[src/hdl/dpi_defines.vh]
// Timing, command and register constants for the DRAM power-up sequencer
`ifndef DPI_DEFINES_VH
`define DPI_DEFINES_VH
`define DPI_CLK_PERIOD_NS    20
`define DPI_RESET_HOLD_US    200
`define DPI_GATE_PRE_NS      10
`define DPI_GATE_POST_MS     2
`define DPI_STABLE_CLK_CYC   5
`define DPI_IDLE_FIRST_US    2
`define DPI_IMPEDANCE_CALIBRATION_US         1
`define DPI_LATCH_NS         30
`define DPI_LATCH_MIN_CYC    8
`define DPI_BOOT_PERIOD_NS   18
// Register byte offsets on the AXI4-Lite slave
`define DPI_REG_CTRL         5'h00
`define DPI_REG_STATUS       5'h04
`define DPI_REG_MR_ADDR      5'h08
`define DPI_REG_MR_DATA      5'h0C
`define DPI_REG_RD_DATA      5'h10
// Control bits
`define DPI_CTRL_START       0
`define DPI_CTRL_MRW         1
`define DPI_CTRL_MRR         2
`define DPI_CTRL_STEP        3
`define DPI_CTRL_ZQ_GRANT    4
// Mode register addresses in the device
`define DPI_MA_LATENCY       6'h02
`define DPI_MA_CMD_TRAIN     6'h0D
// Multipurpose command opcodes
`define DPI_MPC_ZQ_START     7'h4F
`define DPI_MPC_ZQ_LATCH     7'h51
`endif

[src/hdl/dpi_init_ctrl.v]
// Power-up initialization sequencer for a low-power x16 DRAM, with AXI4-Lite control
//
// Design decisions made here: the AXI4-Lite slave port and the register offsets.
`include "dpi_defines.vh"
module dpi_init_ctrl #(
  parameter RESET_HOLD_CYC = (`DPI_RESET_HOLD_US * 1000 + `DPI_CLK_PERIOD_NS - 1)
                             / `DPI_CLK_PERIOD_NS,
  parameter GATE_POST_CYC  = (`DPI_GATE_POST_MS * 1000000 + `DPI_CLK_PERIOD_NS - 1)
                             / `DPI_CLK_PERIOD_NS
) (
  input  wire        REF_CLK_I,
  input  wire        SRST_I,
  input  wire [4:0]  S_AXI_AWADDR_I,
  input  wire        S_AXI_AWVALID_I,
  output reg         S_AXI_AWREADY_O,
  input  wire [31:0] S_AXI_WDATA_I,
  input  wire [3:0]  S_AXI_WSTRB_I,
  input  wire        S_AXI_WVALID_I,
  output reg         S_AXI_WREADY_O,
  output reg  [1:0]  S_AXI_BRESP_O,
  output reg         S_AXI_BVALID_O,
  input  wire        S_AXI_BREADY_I,
  input  wire [4:0]  S_AXI_ARADDR_I,
  input  wire        S_AXI_ARVALID_I,
  output reg         S_AXI_ARREADY_O,
  output reg  [31:0] S_AXI_RDATA_O,
  output reg  [1:0]  S_AXI_RRESP_O,
  output reg         S_AXI_RVALID_O,
  input  wire        S_AXI_RREADY_I,
  input  wire        SUPPLY_OK_I,
  input  wire [7:0]  DQ_I,
  output reg         RESET_N_O,
  output reg         CKE_O,
  output reg         CS_O,
  output reg  [5:0]  CA_O
);

  localparam TICK_NS     = `DPI_CLK_PERIOD_NS;
  localparam PRE_CYC     = (`DPI_GATE_PRE_NS + TICK_NS - 1) / TICK_NS;
  localparam IDLE_CYC    = (`DPI_IDLE_FIRST_US * 1000 + TICK_NS - 1) / TICK_NS;
  localparam ZQ_CYC      = (`DPI_IMPEDANCE_CALIBRATION_US * 1000 + TICK_NS - 1) / TICK_NS;
  localparam LAT_NS_CYC  = (`DPI_LATCH_NS + TICK_NS - 1) / TICK_NS;
  localparam LAT_CYC     = (LAT_NS_CYC > `DPI_LATCH_MIN_CYC) ? LAT_NS_CYC
                           : `DPI_LATCH_MIN_CYC;
  // Each two-beat command occupies two cycles plus two deselects; a four-beat mode write fills all four
  localparam CMD_GAP     = 4;
  localparam [6:0] ZQ_START = `DPI_MPC_ZQ_START;
  localparam [6:0] ZQ_LATCH = `DPI_MPC_ZQ_LATCH;

  localparam S_RESET   = 12'h001;
  localparam S_PRE     = 12'h002;
  localparam S_POST    = 12'h004;
  localparam S_CKE     = 12'h008;
  localparam S_IDLE    = 12'h010;
  localparam S_CONFIG  = 12'h020;
  localparam S_ZQGRANT = 12'h040;
  localparam S_ZQWAIT  = 12'h080;
  localparam S_LATCH   = 12'h100;
  localparam S_TRAIN   = 12'h200;
  localparam S_READY   = 12'h400;
  localparam S_ISSUE   = 12'h800;

  reg  [11:0] state;
  reg  [11:0] ret_state;
  reg  [27:0] cnt;
  reg  [2:0]  phase;
  reg  [2:0]  stage;
  reg  [5:0]  cmd_a;
  reg  [5:0]  cmd_b;
  reg  [5:0]  cmd_c;
  reg  [5:0]  cmd_d;
  reg         four_beats;
  reg         supply_meta;
  reg         supply_ok;
  reg  [7:0]  dq_meta;
  reg  [7:0]  dq_sync;
  reg  [7:0]  rd_data;
  reg  [5:0]  mr_addr;
  reg  [7:0]  mr_data;
  reg         go;
  reg         mrw_req;
  reg         mrr_req;
  reg         step_req;
  reg         zq_grant;
  reg         busy;
  reg  [4:0]  wr_addr;
  reg  [31:0] wr_data;
  reg         aw_held;
  reg         w_held;

  // First two beats of a four-beat mode write; the top opcode bit rides on CA5
  function [11:0] mrw_pair;
    input [5:0] ma;
    input [7:0] op;
    begin
      mrw_pair = {{op[7], 5'b00110}, ma};
    end
  endfunction

  always @(posedge REF_CLK_I) begin
    supply_meta <= SUPPLY_OK_I;
    supply_ok   <= supply_meta;
    dq_meta     <= DQ_I;
    dq_sync     <= dq_meta;
  end

  // AXI4-Lite slave: address and data held until both have arrived
  always @(posedge REF_CLK_I) begin
    if (SRST_I) begin
      S_AXI_AWREADY_O <= 1'b0;
      S_AXI_WREADY_O  <= 1'b0;
      S_AXI_BVALID_O  <= 1'b0;
      S_AXI_BRESP_O   <= 2'b00;
      S_AXI_ARREADY_O <= 1'b0;
      S_AXI_RVALID_O  <= 1'b0;
      S_AXI_RRESP_O   <= 2'b00;
      S_AXI_RDATA_O   <= 32'h00000000;
      aw_held  <= 1'b0;
      w_held   <= 1'b0;
      wr_addr  <= 5'h00;
      wr_data  <= 32'h00000000;
      mr_addr  <= 6'h00;
      mr_data  <= 8'h00;
      go       <= 1'b0;
      mrw_req  <= 1'b0;
      mrr_req  <= 1'b0;
      step_req <= 1'b0;
      zq_grant <= 1'b0;
    end else begin
      S_AXI_AWREADY_O <= !aw_held && !S_AXI_AWREADY_O && !S_AXI_BVALID_O;
      S_AXI_WREADY_O  <= !w_held && !S_AXI_WREADY_O && !S_AXI_BVALID_O;
      if (S_AXI_AWVALID_I && S_AXI_AWREADY_O) begin
        aw_held <= 1'b1;
        wr_addr <= S_AXI_AWADDR_I;
      end
      if (S_AXI_WVALID_I && S_AXI_WREADY_O) begin
        w_held  <= 1'b1;
        wr_data <= S_AXI_WDATA_I;
      end
      if (aw_held && w_held && !S_AXI_BVALID_O) begin
        aw_held        <= 1'b0;
        w_held         <= 1'b0;
        S_AXI_BVALID_O <= 1'b1;
        S_AXI_BRESP_O  <= 2'b00;
        case (wr_addr)
          `DPI_REG_CTRL: begin
            go       <= go | wr_data[`DPI_CTRL_START];
            mrw_req  <= mrw_req | wr_data[`DPI_CTRL_MRW];
            mrr_req  <= mrr_req | wr_data[`DPI_CTRL_MRR];
            step_req <= step_req | wr_data[`DPI_CTRL_STEP];
            zq_grant <= wr_data[`DPI_CTRL_ZQ_GRANT];
          end
          `DPI_REG_MR_ADDR: mr_addr <= wr_data[5:0];
          `DPI_REG_MR_DATA: mr_data <= wr_data[7:0];
          `DPI_REG_STATUS: begin
          end
          default: S_AXI_BRESP_O <= 2'b10;
        endcase
      end else if (S_AXI_BVALID_O && S_AXI_BREADY_I) begin
        S_AXI_BVALID_O <= 1'b0;
      end
      S_AXI_ARREADY_O <= !S_AXI_ARREADY_O && !S_AXI_RVALID_O;
      if (S_AXI_ARVALID_I && S_AXI_ARREADY_O) begin
        S_AXI_RVALID_O <= 1'b1;
        S_AXI_RRESP_O  <= 2'b00;
        case (S_AXI_ARADDR_I)
          `DPI_REG_CTRL:    S_AXI_RDATA_O <= {27'h0, zq_grant, 4'h0};
          `DPI_REG_STATUS:  S_AXI_RDATA_O <= {17'h0, busy, 2'b00, state};
          `DPI_REG_MR_ADDR: S_AXI_RDATA_O <= {26'h0, mr_addr};
          `DPI_REG_MR_DATA: S_AXI_RDATA_O <= {24'h0, mr_data};
          `DPI_REG_RD_DATA: S_AXI_RDATA_O <= {24'h0, rd_data};
          default: begin
            S_AXI_RDATA_O <= 32'h00000000;
            S_AXI_RRESP_O <= 2'b10;
          end
        endcase
      end else if (S_AXI_RVALID_O && S_AXI_RREADY_I) begin
        S_AXI_RVALID_O <= 1'b0;
      end
      // Requests clear when the sequencer takes them; a new write wins, except for start, whose clear wins
      // Start stays pending until the hold time has run out
      if (state == S_PRE && go)
        go <= 1'b0;
      if ((state == S_CONFIG || state == S_TRAIN || state == S_READY) && mrw_req
          && !(aw_held && w_held))
        mrw_req <= 1'b0;
      if (state == S_CONFIG && !mrw_req && mrr_req && !(aw_held && w_held))
        mrr_req <= 1'b0;
      if ((state == S_CONFIG || state == S_TRAIN) && !mrw_req && !mrr_req && step_req
          && !(aw_held && w_held))
        step_req <= 1'b0;
    end
  end

  // Sequencer: each wait counts whole cycles, rounded up
  always @(posedge REF_CLK_I) begin
    if (SRST_I) begin
      state      <= S_RESET;
      ret_state  <= S_RESET;
      cnt        <= 28'h0000000;
      phase      <= 3'h0;
      stage      <= 3'h0;
      cmd_a      <= 6'h00;
      cmd_b      <= 6'h00;
      cmd_c      <= 6'h00;
      cmd_d      <= 6'h00;
      four_beats <= 1'b0;
      rd_data    <= 8'h00;
      busy       <= 1'b0;
      RESET_N_O  <= 1'b0;
      CKE_O      <= 1'b0;
      CS_O       <= 1'b0;
      CA_O       <= 6'h00;
    end else begin
      case (state)
        S_RESET: begin
          RESET_N_O <= 1'b0;
          CKE_O     <= 1'b0;
          busy      <= go;
          if (!supply_ok)
            cnt <= 28'h0000000;
          else if (cnt < RESET_HOLD_CYC)
            cnt <= cnt + 28'h0000001;
          else if (go) begin
            cnt   <= 28'h0000000;
            state <= S_PRE;
          end
        end
        S_PRE: begin
          // Clock enable already low; hold before releasing reset
          if (cnt + 28'h0000001 < PRE_CYC + 1)
            cnt <= cnt + 28'h0000001;
          else begin
            RESET_N_O <= 1'b1;
            cnt       <= 28'h0000000;
            state     <= S_POST;
          end
        end
        S_POST: begin
          if (cnt < GATE_POST_CYC)
            cnt <= cnt + 28'h0000001;
          else begin
            cnt   <= 28'h0000000;
            state <= S_CKE;
          end
        end
        S_CKE: begin
          // Clock has run free since reset; count extra cycles anyway
          CS_O <= 1'b0;
          if (cnt < `DPI_STABLE_CLK_CYC)
            cnt <= cnt + 28'h0000001;
          else begin
            CKE_O <= 1'b1;
            cnt   <= 28'h0000000;
            state <= S_IDLE;
          end
        end
        S_IDLE: begin
          if (cnt < IDLE_CYC)
            cnt <= cnt + 28'h0000001;
          else begin
            cnt   <= 28'h0000000;
            state <= S_CONFIG;
          end
        end
        S_CONFIG: begin
          // Software writes drive/termination settings, then steps on
          // Read data settles after the sync flops, so keep sampling here
          rd_data <= dq_sync;
          if (mrw_req) begin
            {cmd_a, cmd_b} <= mrw_pair(mr_addr, mr_data);
            cmd_c      <= {mr_data[6], 5'b10110};
            cmd_d      <= mr_data[5:0];
            four_beats <= 1'b1;
            ret_state  <= S_CONFIG;
            state      <= S_ISSUE;
          end else if (mrr_req) begin
            cmd_a      <= 6'b001110;
            cmd_b      <= mr_addr;
            four_beats <= 1'b0;
            ret_state  <= S_CONFIG;
            state      <= S_ISSUE;
          end else if (step_req)
            state <= S_ZQGRANT;
        end
        S_ZQGRANT: begin
          // Shared resistor: software grants exclusive calibration slot
          if (zq_grant) begin
            cmd_a      <= {ZQ_START[6], 5'b00000};
            cmd_b      <= ZQ_START[5:0];
            four_beats <= 1'b0;
            ret_state  <= S_ZQWAIT;
            state      <= S_ISSUE;
          end
        end
        S_ZQWAIT: begin
          if (cnt < ZQ_CYC)
            cnt <= cnt + 28'h0000001;
          else begin
            cnt        <= 28'h0000000;
            cmd_a      <= {ZQ_LATCH[6], 5'b00000};
            cmd_b      <= ZQ_LATCH[5:0];
            four_beats <= 1'b0;
            ret_state  <= S_LATCH;
            state      <= S_ISSUE;
          end
        end
        S_LATCH: begin
          if (cnt < LAT_CYC)
            cnt <= cnt + 28'h0000001;
          else begin
            cnt   <= 28'h0000000;
            stage <= 3'h0;
            state <= S_TRAIN;
          end
        end
        S_TRAIN: begin
          // Stage 0 command bus, 1 write leveling, 2 moves on to ready without a command
          rd_data <= dq_sync;
          if (mrw_req || step_req) begin
            if (stage == 3'h2)
              state <= S_READY;
            else begin
              stage <= stage + 3'h1;
              {cmd_a, cmd_b} <= mrw_pair((stage == 3'h0) ? `DPI_MA_CMD_TRAIN
                                         : `DPI_MA_LATENCY, mr_data);
              cmd_c      <= {mr_data[6], 5'b10110};
              cmd_d      <= mr_data[5:0];
              four_beats <= 1'b1;
              ret_state  <= S_TRAIN;
              state      <= S_ISSUE;
            end
          end
        end
        S_READY: begin
          busy    <= 1'b0;
          rd_data <= dq_sync;
          if (mrw_req) begin
            {cmd_a, cmd_b} <= mrw_pair(mr_addr, mr_data);
            cmd_c      <= {mr_data[6], 5'b10110};
            cmd_d      <= mr_data[5:0];
            four_beats <= 1'b1;
            ret_state  <= S_READY;
            state      <= S_ISSUE;
          end
        end
        S_ISSUE: begin
          // Beats at boot clock; 20 ns exceeds the 18 ns minimum
          phase <= phase + 3'h1;
          case (phase)
            3'h0: begin CS_O <= 1'b1; CA_O <= cmd_a; end
            3'h1: begin CS_O <= 1'b0; CA_O <= cmd_b; end
            3'h2: begin CS_O <= four_beats; CA_O <= four_beats ? cmd_c : 6'h00; end
            3'h3: begin CS_O <= 1'b0; CA_O <= four_beats ? cmd_d : 6'h00; end
            default: begin
              CS_O  <= 1'b0;
              CA_O  <= 6'h00;
              phase <= 3'h0;
              if (ret_state == S_READY || ret_state == S_CONFIG)
                rd_data <= dq_sync;
              state <= ret_state;
            end
          endcase
        end
        default: state <= S_RESET;
      endcase
    end
  end

endmodule // dpi_init_ctrl

[config.mk]
export PLATFORM = sky130hd
export DESIGN_NAME = dpi_init_ctrl
export DESIGN_NICKNAME = d
export VERILOG_FILES = /design/src/hdl/dpi_init_ctrl.v
export VERILOG_INCLUDE_DIRS = /design/src /design/src/hdl
export SDC_FILE = /design/constraint.sdc
export NUM_CORES = 1
export LEC_CHECK = 0
export BUFFER_PORTS_ARGS = -buffer_cell sky130_fd_sc_hd__buf_2
export CELL_PAD_IN_SITES_DETAIL_PLACEMENT = 0
export CELL_PAD_IN_SITES_GLOBAL_PLACEMENT = 1
export CORE_ASPECT_RATIO = 1.1
export CORE_UTILIZATION = 30
export CTS_CLUSTER_SIZE = 20
export DETAILED_ROUTE_END_ITERATION = 16
export MAX_ROUTING_LAYER = met4
export PLACE_DENSITY = 0.55
export SYNTH_ARGS = -nofsm -noshare
export SYNTH_HDL_FRONTEND = slang
export SYNTH_SLANG_ARGS = --single-unit
[constraint.sdc]
create_clock -name REF_CLK_I -period 7.45 [get_ports REF_CLK_I]
set_input_delay 0.745 -clock REF_CLK_I [delete_from_list [all_inputs] [get_ports REF_CLK_I]]
set_output_delay 0.745 -clock REF_CLK_I [all_outputs]
set_load 0.01 [all_outputs]
==> results of run 1 <==
per-stage QoR:
stage	hold slack [ps]	setup WS, ps	instance area [µm²]	util	instances
2_1_floorplan	309.6	4522	7766	-	924
3_3_place_gp	312.0	3843	8087	0.3201	1257
3_5_place_dp	312.8	3832	8087	0.3201	1257
4_1_cts	327.1	3817	8717	0.3451	1289
5_1_grt	337.6	3618	8717	0.3451	1289
6_report	326.8	3947	8717	0.3451	1289
layer usage:
layer	track usage	vias up
met4	0.04864	0
met5	-	-
li1	-	3280
met1	0.2106	3087
met3	0.02521	20
met2	0.3071	95
report_power, final:
group / internal (W) / total (W) / switching, W
combinational: 0.0000626 / 0.000179 / 0.000116
sequential: 0.000873 / 0.000901 / 0.0000278
clock: 0.000490 / 0.000930 / 0.000440
total: 0.00143 / 0.00201 / 0.000584
logic make-up after synthesis:
group,count (synthesis),synth area share
simple gates,401,0.2715
compound gates,186,0.1617
flops,160,0.4165
buf+inv,96,0.06914
mux,43,0.05694
fa+ha+maj,9,0.01464
xor+xnor,8,0.009110
other cells,1,0.0004876
area by class of cell:
cell class	instances	area share
multi-input combinational	668	0.4639
sequential	160	0.3674
tap	346	0.04966
clock buffer	17	0.04880
timing repair buffer	66	0.03933
clock inverter	15	0.02354
inverter	17	0.007320
synth_stat cells, drive strengths merged, types with 4 or more instances:
master    n
nor3     33
nand4b    5
nor4     22
a21o      9
ha        9
nand2b   10
a311oi    5
nor4b     5
inv      17
nand4    18
a22o      9
or4       5
nand3    47
o21ai    16
clkbuf   39
a31oi     7
mux2i    40
a222oi    9
a32oi     5
dfxtp   160
buf      40
a21oi    83
or3       6
xnor2     5
o211ai    4
a211oi    9
o31ai     8
nand3b    4
and4      7
nor2b     9
nor2    123
and2     16
nand2    71
and3     10
registers in the layout (all words and copies together), names as in the netlist, 2 cells and up:
| name | count |
|---|---|
| cmd_a | 3 |
| wr_data | 8 |
| cmd_d | 6 |
| rd_data | 8 |
| wr_addr | 5 |
| mr_data | 8 |
| cnt | 28 |
| CA_O | 6 |
| stage | 3 |
| mr_addr | 6 |
| dq_sync | 8 |
| state | 12 |
| cmd_c | 2 |
| ret_state | 6 |
| S_AXI_RDATA_O | 13 |
| cmd_b | 6 |
| dq_meta | 8 |
| phase | 3 |
final timing paths:
check | depth (start not counted) | end | from
setup / recovery | 6 | rd_data[3]$_SDFFE_PP0P_ | state[2]$_SDFFE_PP0P_
hold / removal | 0 | dq_sync[5]$_DFF_P_ | dq_meta[5]$_DFF_P_
setup reg to reg | 6 | rd_data[3]$_SDFFE_PP0P_ | state[2]$_SDFFE_PP0P_
hold reg to reg | 0 | dq_sync[5]$_DFF_P_ | dq_meta[5]$_DFF_P_
==> flow_metrics.py, run 1 <==
metrics = {
    "status": {
        "status": "complete, no violations",
    },
    "logic_synthesis": {
        "post-synth-top-area-cell": "dfxtp_1",
        "ys_seq_area_frac": 0.4165,
        "synth_ff_type": "dfxtp_1",
        "yosysWarnings": 0,
        "synthCells": 904,
        "syn_avg_cell_area_um2": 8.508,
        "synth_area_um2": 7691,
        "synth.area.top_cells": "dfxtp_1 42%, nor2_1 6.0%, a21oi_1 5.4%",
        "synth_edf_count": 0,
        "ys_types": 80,
        "synthArstFlopShare": 0,
        "synth_seq_cells": 160,
        "synth.top_cell.area_share": 0.4165,
    },
    "clocking": {
        "clk_latency_ps": 440,
        "path_clk_slew_ps": 70,
        "numCtsBuffers": 17,
        "clk_path_buf_depth": 2,
        "htree_levels": 4,
        "cts_resized": 0,
        "cts_tree": "built",
        "cts_root_buffer": "clkbuf_16",
        "cts_hold_buf": 0,
        "cts.sinks": 160,
        "postCtsSetupRepairBufs": 0,
    },
    "setup_path": {
        "arrival_ps": 3800,
        "cp_slowest_cell": "o21bai_1",
        "end_kind": "flop",
        "cp_top_family": "simple AND/OR/NAND/NOR gates",
        "crit_type": "flop to flop",
        "crit_chain": "nor4_1 > nand2_1 > or4_1 > o21bai_1 > mux2i_1 > nor2_1",
        "slowest_delay_ps": 970,
        "cp_num_buf_inv": 0,
        "crit_path_max_fanout": 17,
        "cp.required_ps": 7750,
        "startpoint_type": "flop",
        "rrSetupSlack_ps": 3950,
    },
    "final_layout": {
        "final_common_cell": "dfxtp_1",
        "regArea_um2": 3203,
        "num_antenna_cells": 0,
        "multi_input_area_um2": 4044,
        "drive_above_1_share": 0.1368,
        "fin_nets": 1001,
        "fillers": 2729,
        "mostFrequentLayoutCells": "160 x dfxtp_1, 123 x nor2_1, 83 x a21oi_1, 71 x nand2_1, 61 x buf_2",
        "areaGrowthSynthToFinish_pct": 13.34,
    },
    "sta": {
        "layout_min_cycle_time_ps": 3503,
        "max_freq_ghz": 0.2855,
        "setup_viol": 0,
        "rsz0062_at_grt": "false",
        "slew_violations": 0,
        "max_slew_margin": 0.2663,
        "skew_ps": 15.09,
        "tightest_slew_ps": 1098,
        "finalCritPeriodShare": 0.4701,
        "finalHoldViolations": 0,
        "setup_tns_ps": 0,
    },
    "drt": {
        "wl_met2_mm": 11.25,
        "wl_per_cell_um": 16.98,
        "drc": 0,
        "post_drt_via_cell_ratio": 5.029,
        "wl_mm": 21.89,
        "drt-met1-wl_mm": 9.921,
        "drt_pass1_iterations": 5,
        "vias": 6482,
        "drt-initial-drc-count": 354,
        "dr.max_layer_used": "met4",
        "wl_met3_um": 447,
        "ant_nets": 0,
    },
    "power": {
        "ir_drop_uv": 114.3,
        "powerDensity_nw_per_um2": 230.5,
        "power_w": 0.002010,
        "power_leakage_nw": 3.291,
    },
    "placed_design": {
        "place_congestion": 0.7969,
        "io_buffers": 62,
        "detailed_place_hpwl_mm": 15.89,
    },
    "die": {
        "rows": 61,
        "die_area_um2": 26280,
        "die_w_um": 154.7,
        "start_util": 0.3044,
        "ioPinCount": 112,
        "core_region_area_um2": 25260,
        "die_y_um": 169.9,
    },
    "run": {
        "max_cap_viol_count": 0,
    },
    "hold_path": {
        "hp-class": "flop to flop",
    },
    "global_routing": {
        "grt_pass1_vias": 6266,
        "grt_first_pass_wirelength_mm": 35.02,
        "grt_antenna_before_repair": 0,
        "grt_max_degree": 68,
        "groute.usage.overall": 0.1759,
        "grt_overflow": 0,
    },
}
Note: power is estimated with default switching activity, not from simulation.
==> run 2, diff against run 1 <==
--- a/config.mk
+++ b/config.mk
@@ -14,7 +14,7 @@
 export CTS_CLUSTER_SIZE = 20
 export DETAILED_ROUTE_END_ITERATION = 16
 export MAX_ROUTING_LAYER = met4
-export PLACE_DENSITY = 0.55
+export PLACE_DENSITY = 0.57
 export SYNTH_ARGS = -nofsm -noshare
 export SYNTH_HDL_FRONTEND = slang
 export SYNTH_SLANG_ARGS = --single-unit
==> constraint.sdc (replaced) <==
create_clock -name REF_CLK_I -period 3 [get_ports REF_CLK_I]
set_input_delay 0.3 -clock REF_CLK_I [delete_from_list [all_inputs] [get_ports REF_CLK_I]]
set_output_delay 0.3 -clock REF_CLK_I [all_outputs]
set_load 0.01 [all_outputs]
==> run 2 against run 1 <==
Net effect:
- first-iteration DRC count is 14% lower
- register-to-register slack worse by 3900 ps
- global-route usage is 1.2 points higher
- non-clock buffer count is 99 higher
- maximum frequency is 20% higher
- final area is 9.9% higher
- flip-flop and latch count stayed put
- setup slack worse by 3900 ps
- largest cell class unchanged
==> flow_metrics.py, run 2 (synthesis results as in run 1) <==
metrics = {
    "status": {
        "status": "complete, no violations",
    },
    "global_routing": {
        "grt_overflow": 0,
        "groute.usage.overall": 0.1876,
        "grt_max_degree": 59,
        "grt_pass1_vias": 6759,
        "grt_antenna_before_repair": 0,
        "grt_first_pass_wirelength_mm": 37.19,
    },
    "sta": {
        "setup_viol": 0,
        "slew_violations": 0,
        "rsz0062_at_grt": "true",
        "finalWorstSetupSlack_ps": 91.45,
        "layout_min_cycle_time_ps": 2909,
        "max_slew_margin": 0.5557,
        "finalCritPeriodShare": 0.9695,
        "max_freq_ghz": 0.3438,
        "finalHoldViolations": 0,
        "tightest_slew_ps": 666.5,
        "skew_ps": 17.81,
    },
    "clocking": {
        "htree_levels": 4,
        "cts.sinks": 160,
        "clk_latency_ps": 440,
        "path_clk_slew_ps": 80,
        "numCtsBuffers": 17,
        "cts_root_buffer": "clkbuf_16",
        "cts_tree": "built",
        "clk_path_buf_depth": 2,
    },
    "placed_design": {
        "pre_cts_ws_ps": 11.38,
        "place_congestion": 0.8449,
        "detailed_place_hpwl_mm": 17.22,
        "dpl.cell_count": 1346,
        "io_buffers": 62,
        "postPlaceCellArea_um2": 8780,
    },
    "drt": {
        "drc": 0,
        "drt-initial-drc-count": 306,
        "wl_mm": 22.94,
        "ant_nets": 0,
        "vias": 6932,
        "drt_pass1_iterations": 5,
        "wl_per_cell_um": 16.52,
        "post_drt_via_cell_ratio": 4.994,
    },
    "final_layout": {
        "drive_above_1_share": 0.2236,
        "fin_nets": 1100,
        "reg_top3": "cnt (28), S_AXI_RDATA_O (13), state (12)",
        "mostFrequentLayoutCells": "155 x dfxtp_1, 123 x nor2_1, 92 x buf_4, 82 x a21oi_1, 71 x nand2_1",
        "final_area_um2": 9582,
        "final_common_cell": "dfxtp_1",
        "final_cells": 1388,
        "regMostFlops": "cnt",
        "num_antenna_cells": 0,
        "areaGrowthSynthToFinish_pct": 24.58,
        "largest_reg_flops": 28,
    },
    "hold_path": {
        "hp-class": "primary input to flop",
    },
    "die": {
        "die_y_um": 169.9,
        "core_region_area_um2": 25260,
        "ioPinCount": 112,
        "die_area_um2": 26280,
        "die_w_um": 154.7,
        "start_util": 0.3044,
        "rows": 61,
    },
    "setup_path": {
        "cp_top_family": "simple AND/OR/NAND/NOR gates",
        "crit_path_max_fanout": 5,
        "end_kind": "flop",
        "cp_num_buf_inv": 0,
        "cp_slowest_cell": "or4_1",
        "arrival_ps": 3270,
        "startpoint_type": "flop",
        "crit_chain": "ha_4 > or4_1 > a211o_1 > a221oi_2 > nand4b_1 > a2111oi_4 > nand4b_2 > and2_4 > or3b_4 > a21oi_2",
        "cp.required_ps": 3360,
        "crit_type": "flop to flop",
        "slowest_delay_ps": 400,
    },
    "power": {
        "power_leakage_nw": 3.804,
        "ir_drop_uv": 289.3,
        "powerDensity_nw_per_um2": 539.2,
    },
    "run": {
        "max_cap_viol_count": 0,
    },
}
-- run 2: worst reg2reg max path, cell delays in order (launching register included) --
cell	delay (ps)
dfxtp_2	340
ha_4	170
or4_1	400
a211o_1	300
a221oi_2	300
nand4b_1	190
a2111oi_4	240
nand4b_2	160
and2_4	230
or3b_4	400
a21oi_2	110
-- run 2: metrics by stage --
step           utilization  hold WS [ps]  total power, W  TNS [ps]
6_report            0.3793         108.9        0.005166         0
3_5_place_dp        0.3475         312.1        0.002904         0
4_1_cts             0.3768         86.42        0.005234    -13.81
5_1_grt             0.3793         107.9        0.005402    -180.5
2_1_floorplan            -         309.6        0.002647         0
3_3_place_gp        0.3475         312.8        0.002904         0
-- run 2: what timing repair did --
action | 4_1_cts | 5_1_grt
resized for setup | 6 | 10
hold buffers | 9 | 0
pin swaps | 7 | 7
endpoints found under the setup margin | 1 | 29
setup buffers | 0 | 1
endpoints found under the hold margin | 9 | 0
-- run 2: layout make-up --
class                   instances  area [µm²]
clock buffers                  17       425.4
clock inverters                15       205.2
fillers                      2681       15680
inverters                      17       63.81
multi-input cells             668        4099
flip-flops and latches        160        3209
well taps                     346       432.9
repair buffers                165        1146
-- run 2: worst paths after layout --
path | from | end | slack, ps | depth (start not counted)
max reg2reg | cnt[1]$_SDFFE_PP0P_ | cnt[1]$_SDFFE_PP0P_ | 90 | 10
min reg2reg | dq_meta[3]$_DFF_P_ | dq_sync[3]$_DFF_P_ | 330 | 0
min | S_AXI_AWADDR_I[1] | wr_addr[1]$_SDFFE_PP0P_ | 110 | 3
max | cnt[1]$_SDFFE_PP0P_ | cnt[1]$_SDFFE_PP0P_ | 90 | 10
-- run 2: where the power goes --
part	total (W)	switching, W	internal [W]
combinational	0.000659	0.000358	0.000301
sequential	0.00222	0.0000473	0.00217
clock	0.00229	0.00108	0.00121
-- run 2: layer usage --
layer	share of wire	wire length, µm	global-route usage
met1	0.44	10120	0.2197
met2	0.50	11560	0.3213
met3	0.027	629	0.02928
met4	0.027	626	0.07447
met5	0	0	-
==> run 3, diff against run 2 <==
--- a/config.mk
+++ b/config.mk
@@ -15,6 +15,7 @@
 export DETAILED_ROUTE_END_ITERATION = 16
 export MAX_ROUTING_LAYER = met4
 export PLACE_DENSITY = 0.57
+export RECOVER_POWER = 50
 export SYNTH_ARGS = -nofsm -noshare
 export SYNTH_HDL_FRONTEND = slang
 export SYNTH_SLANG_ARGS = --single-unit
==> constraint.sdc (replaced) <==
create_clock -name REF_CLK_I -period 3 [get_ports REF_CLK_I]
set_input_delay 0.3 -clock REF_CLK_I [delete_from_list [all_inputs] [get_ports REF_CLK_I]]
set_output_delay 0.3 -clock REF_CLK_I [all_outputs]
set_load 0.1 [all_outputs]
==> run 3 against run 2 <==
Net effect:
- register-to-register slack is essentially flat
- sequential share of layout area grew 0.14 points
- first-iteration DRC count shrank 12%
- final area shrank 0.43%
- via count grew 0.27%
- clock power is essentially flat
- final cell count is the same
- critical path depth is the same
- core utilization shrank 0.16 points
- die area is the same
- clock skew grew 0.87 ps
- critical path type unchanged
==> flow_metrics.py, run 3 (synthesis results as in run 1) <==
metrics = {
    "final_layout": {
        "num_antenna_cells": 0,
        "fin_nets": 1100,
        "regMostFlops": "cnt",
        "largest_reg_flops": 28,
        "final_common_cell": "dfxtp_1",
        "mostFrequentLayoutCells": "155 x dfxtp_1, 123 x nor2_1, 91 x buf_4, 82 x a21oi_1, 71 x nand2_1",
        "drive_above_1_share": 0.1939,
        "reg_top3": "cnt (28), S_AXI_RDATA_O (13), state (12)",
        "utilization": 0.3776,
        "final_cells": 1388,
        "areaGrowthSynthToFinish_pct": 24.04,
        "final_area_um2": 9540,
    },
    "global_routing": {
        "grt_overflow": 0,
        "groute.usage.overall": 0.1876,
        "grt_max_degree": 59,
        "grt_first_pass_wirelength_mm": 37.19,
        "grt_pass1_vias": 6759,
        "grt_antenna_before_repair": 0,
    },
    "sta": {
        "skew_ps": 18.68,
        "layout_min_cycle_time_ps": 2897,
        "finalHoldViolations": 0,
        "finalWorstSetupSlack_ps": 103.3,
        "fin_hold_ws_ps": 108.6,
        "slew_violations": 0,
        "max_slew_margin": 0.2098,
        "finalCritPeriodShare": 0.9656,
        "rsz0062_at_grt": "true",
        "setup_viol": 0,
        "max_freq_ghz": 0.3452,
        "tightest_slew_ps": 1190,
    },
    "power": {
        "power_leakage_nw": 3.674,
        "powerDensity_nw_per_um2": 556.5,
        "ir_drop_uv": 289.4,
    },
    "setup_path": {
        "crit_chain": "ha_4 > or4_1 > a211o_1 > a221oi_2 > nand4b_1 > a2111oi_4 > nand4b_2 > and2_4 > or3b_4 > a21oi_2",
        "crit_type": "flop to flop",
        "slowest_delay_ps": 400,
        "end_kind": "flop",
        "crit_path_max_fanout": 5,
        "cp_slowest_cell": "or4_1",
        "cp.required_ps": 3360,
        "arrival_ps": 3250,
        "startpoint_type": "flop",
    },
    "clocking": {
        "clk_path_buf_depth": 2,
        "cts_tree": "built",
        "path_clk_slew_ps": 80,
        "numCtsBuffers": 17,
        "htree_levels": 4,
        "cts.sinks": 160,
        "cts_root_buffer": "clkbuf_16",
        "clk_latency_ps": 440,
    },
    "hold_path": {
        "hp-class": "primary input to flop",
    },
    "die": {
        "core_region_area_um2": 25260,
        "rows": 61,
        "die_w_um": 154.7,
        "die_y_um": 169.9,
        "ioPinCount": 112,
        "die_area_um2": 26280,
        "start_util": 0.3044,
    },
    "drt": {
        "wl_mm": 22.93,
        "ant_nets": 0,
        "drc": 0,
        "drt-initial-drc-count": 270,
        "wl_per_cell_um": 16.52,
        "post_drt_via_cell_ratio": 5.008,
        "drt_pass1_iterations": 5,
        "vias": 6951,
    },
    "placed_design": {
        "place_congestion": 0.8449,
        "dpl.cell_count": 1346,
        "pre_cts_ws_ps": 11.38,
        "postPlaceCellArea_um2": 8780,
        "detailed_place_hpwl_mm": 17.22,
        "io_buffers": 62,
    },
    "run": {
        "max_cap_viol_count": 0,
    },
    "status": {
        "status": "complete, no violations",
    },
}
[run 3: cell type report]
cell class / instances / area [µm²]
Clock buffer: 17 / 425.4
Clock inverter: 15 / 205.2
Fill cell: 2697 / 15720
Inverter: 17 / 63.81
Multi-Input combinational cell: 668 / 4099
Sequential cell: 160 / 3209
Tap cell: 346 / 432.9
Timing Repair Buffer: 165 / 1105
[run 3: path summary, 6_finish.rpt]
kind                            start                 endpoint  slack [ps]  cells past startpoint
setup / recovery  cnt[1]$_SDFFE_PP0P_      cnt[1]$_SDFFE_PP0P_         100                     10
hold reg to reg    dq_meta[3]$_DFF_P_       dq_sync[3]$_DFF_P_         330                      0
hold / removal      S_AXI_AWADDR_I[1]  wr_addr[1]$_SDFFE_PP0P_         110                      3
setup reg to reg  cnt[1]$_SDFFE_PP0P_      cnt[1]$_SDFFE_PP0P_         100                     10
[run 3: critical path: cells and delay by family (launching register included)]
kind            cells  cell delay (ps)
simple gates        5             1370
compound gates      4              950
flops               1              340
fa+ha+maj           1              170
[run 3: timing repair]
item	CTS	global route
endpoints found under the hold margin	9	0
hold buffers	9	0
pin swaps	7	7
resized for setup	6	10
buffers inserted	0	1
endpoints found under the setup margin	1	29
[run 3: stage by stage]
stage	TNS, ps	total power (W)
after floorplan	0	0.002795
after global placement	0	0.003051
after detailed placement	0	0.003050
after CTS	-13.81	0.005381
after global routing	-180.5	0.005547
final	0	0.005309
[run 3: where the power goes]
group | internal [W] | switching [W]
Combinational | 0.000299 | 0.000504
Sequential | 0.00217 | 0.0000462
Clock | 0.00121 | 0.00108
[run 3: layer usage]
layer | GRT usage | share of wire
met1 | 0.2197 | 0.44
met2 | 0.3213 | 0.50
met3 | 0.02928 | 0.025
met4 | 0.07447 | 0.029
met5 | - | 0
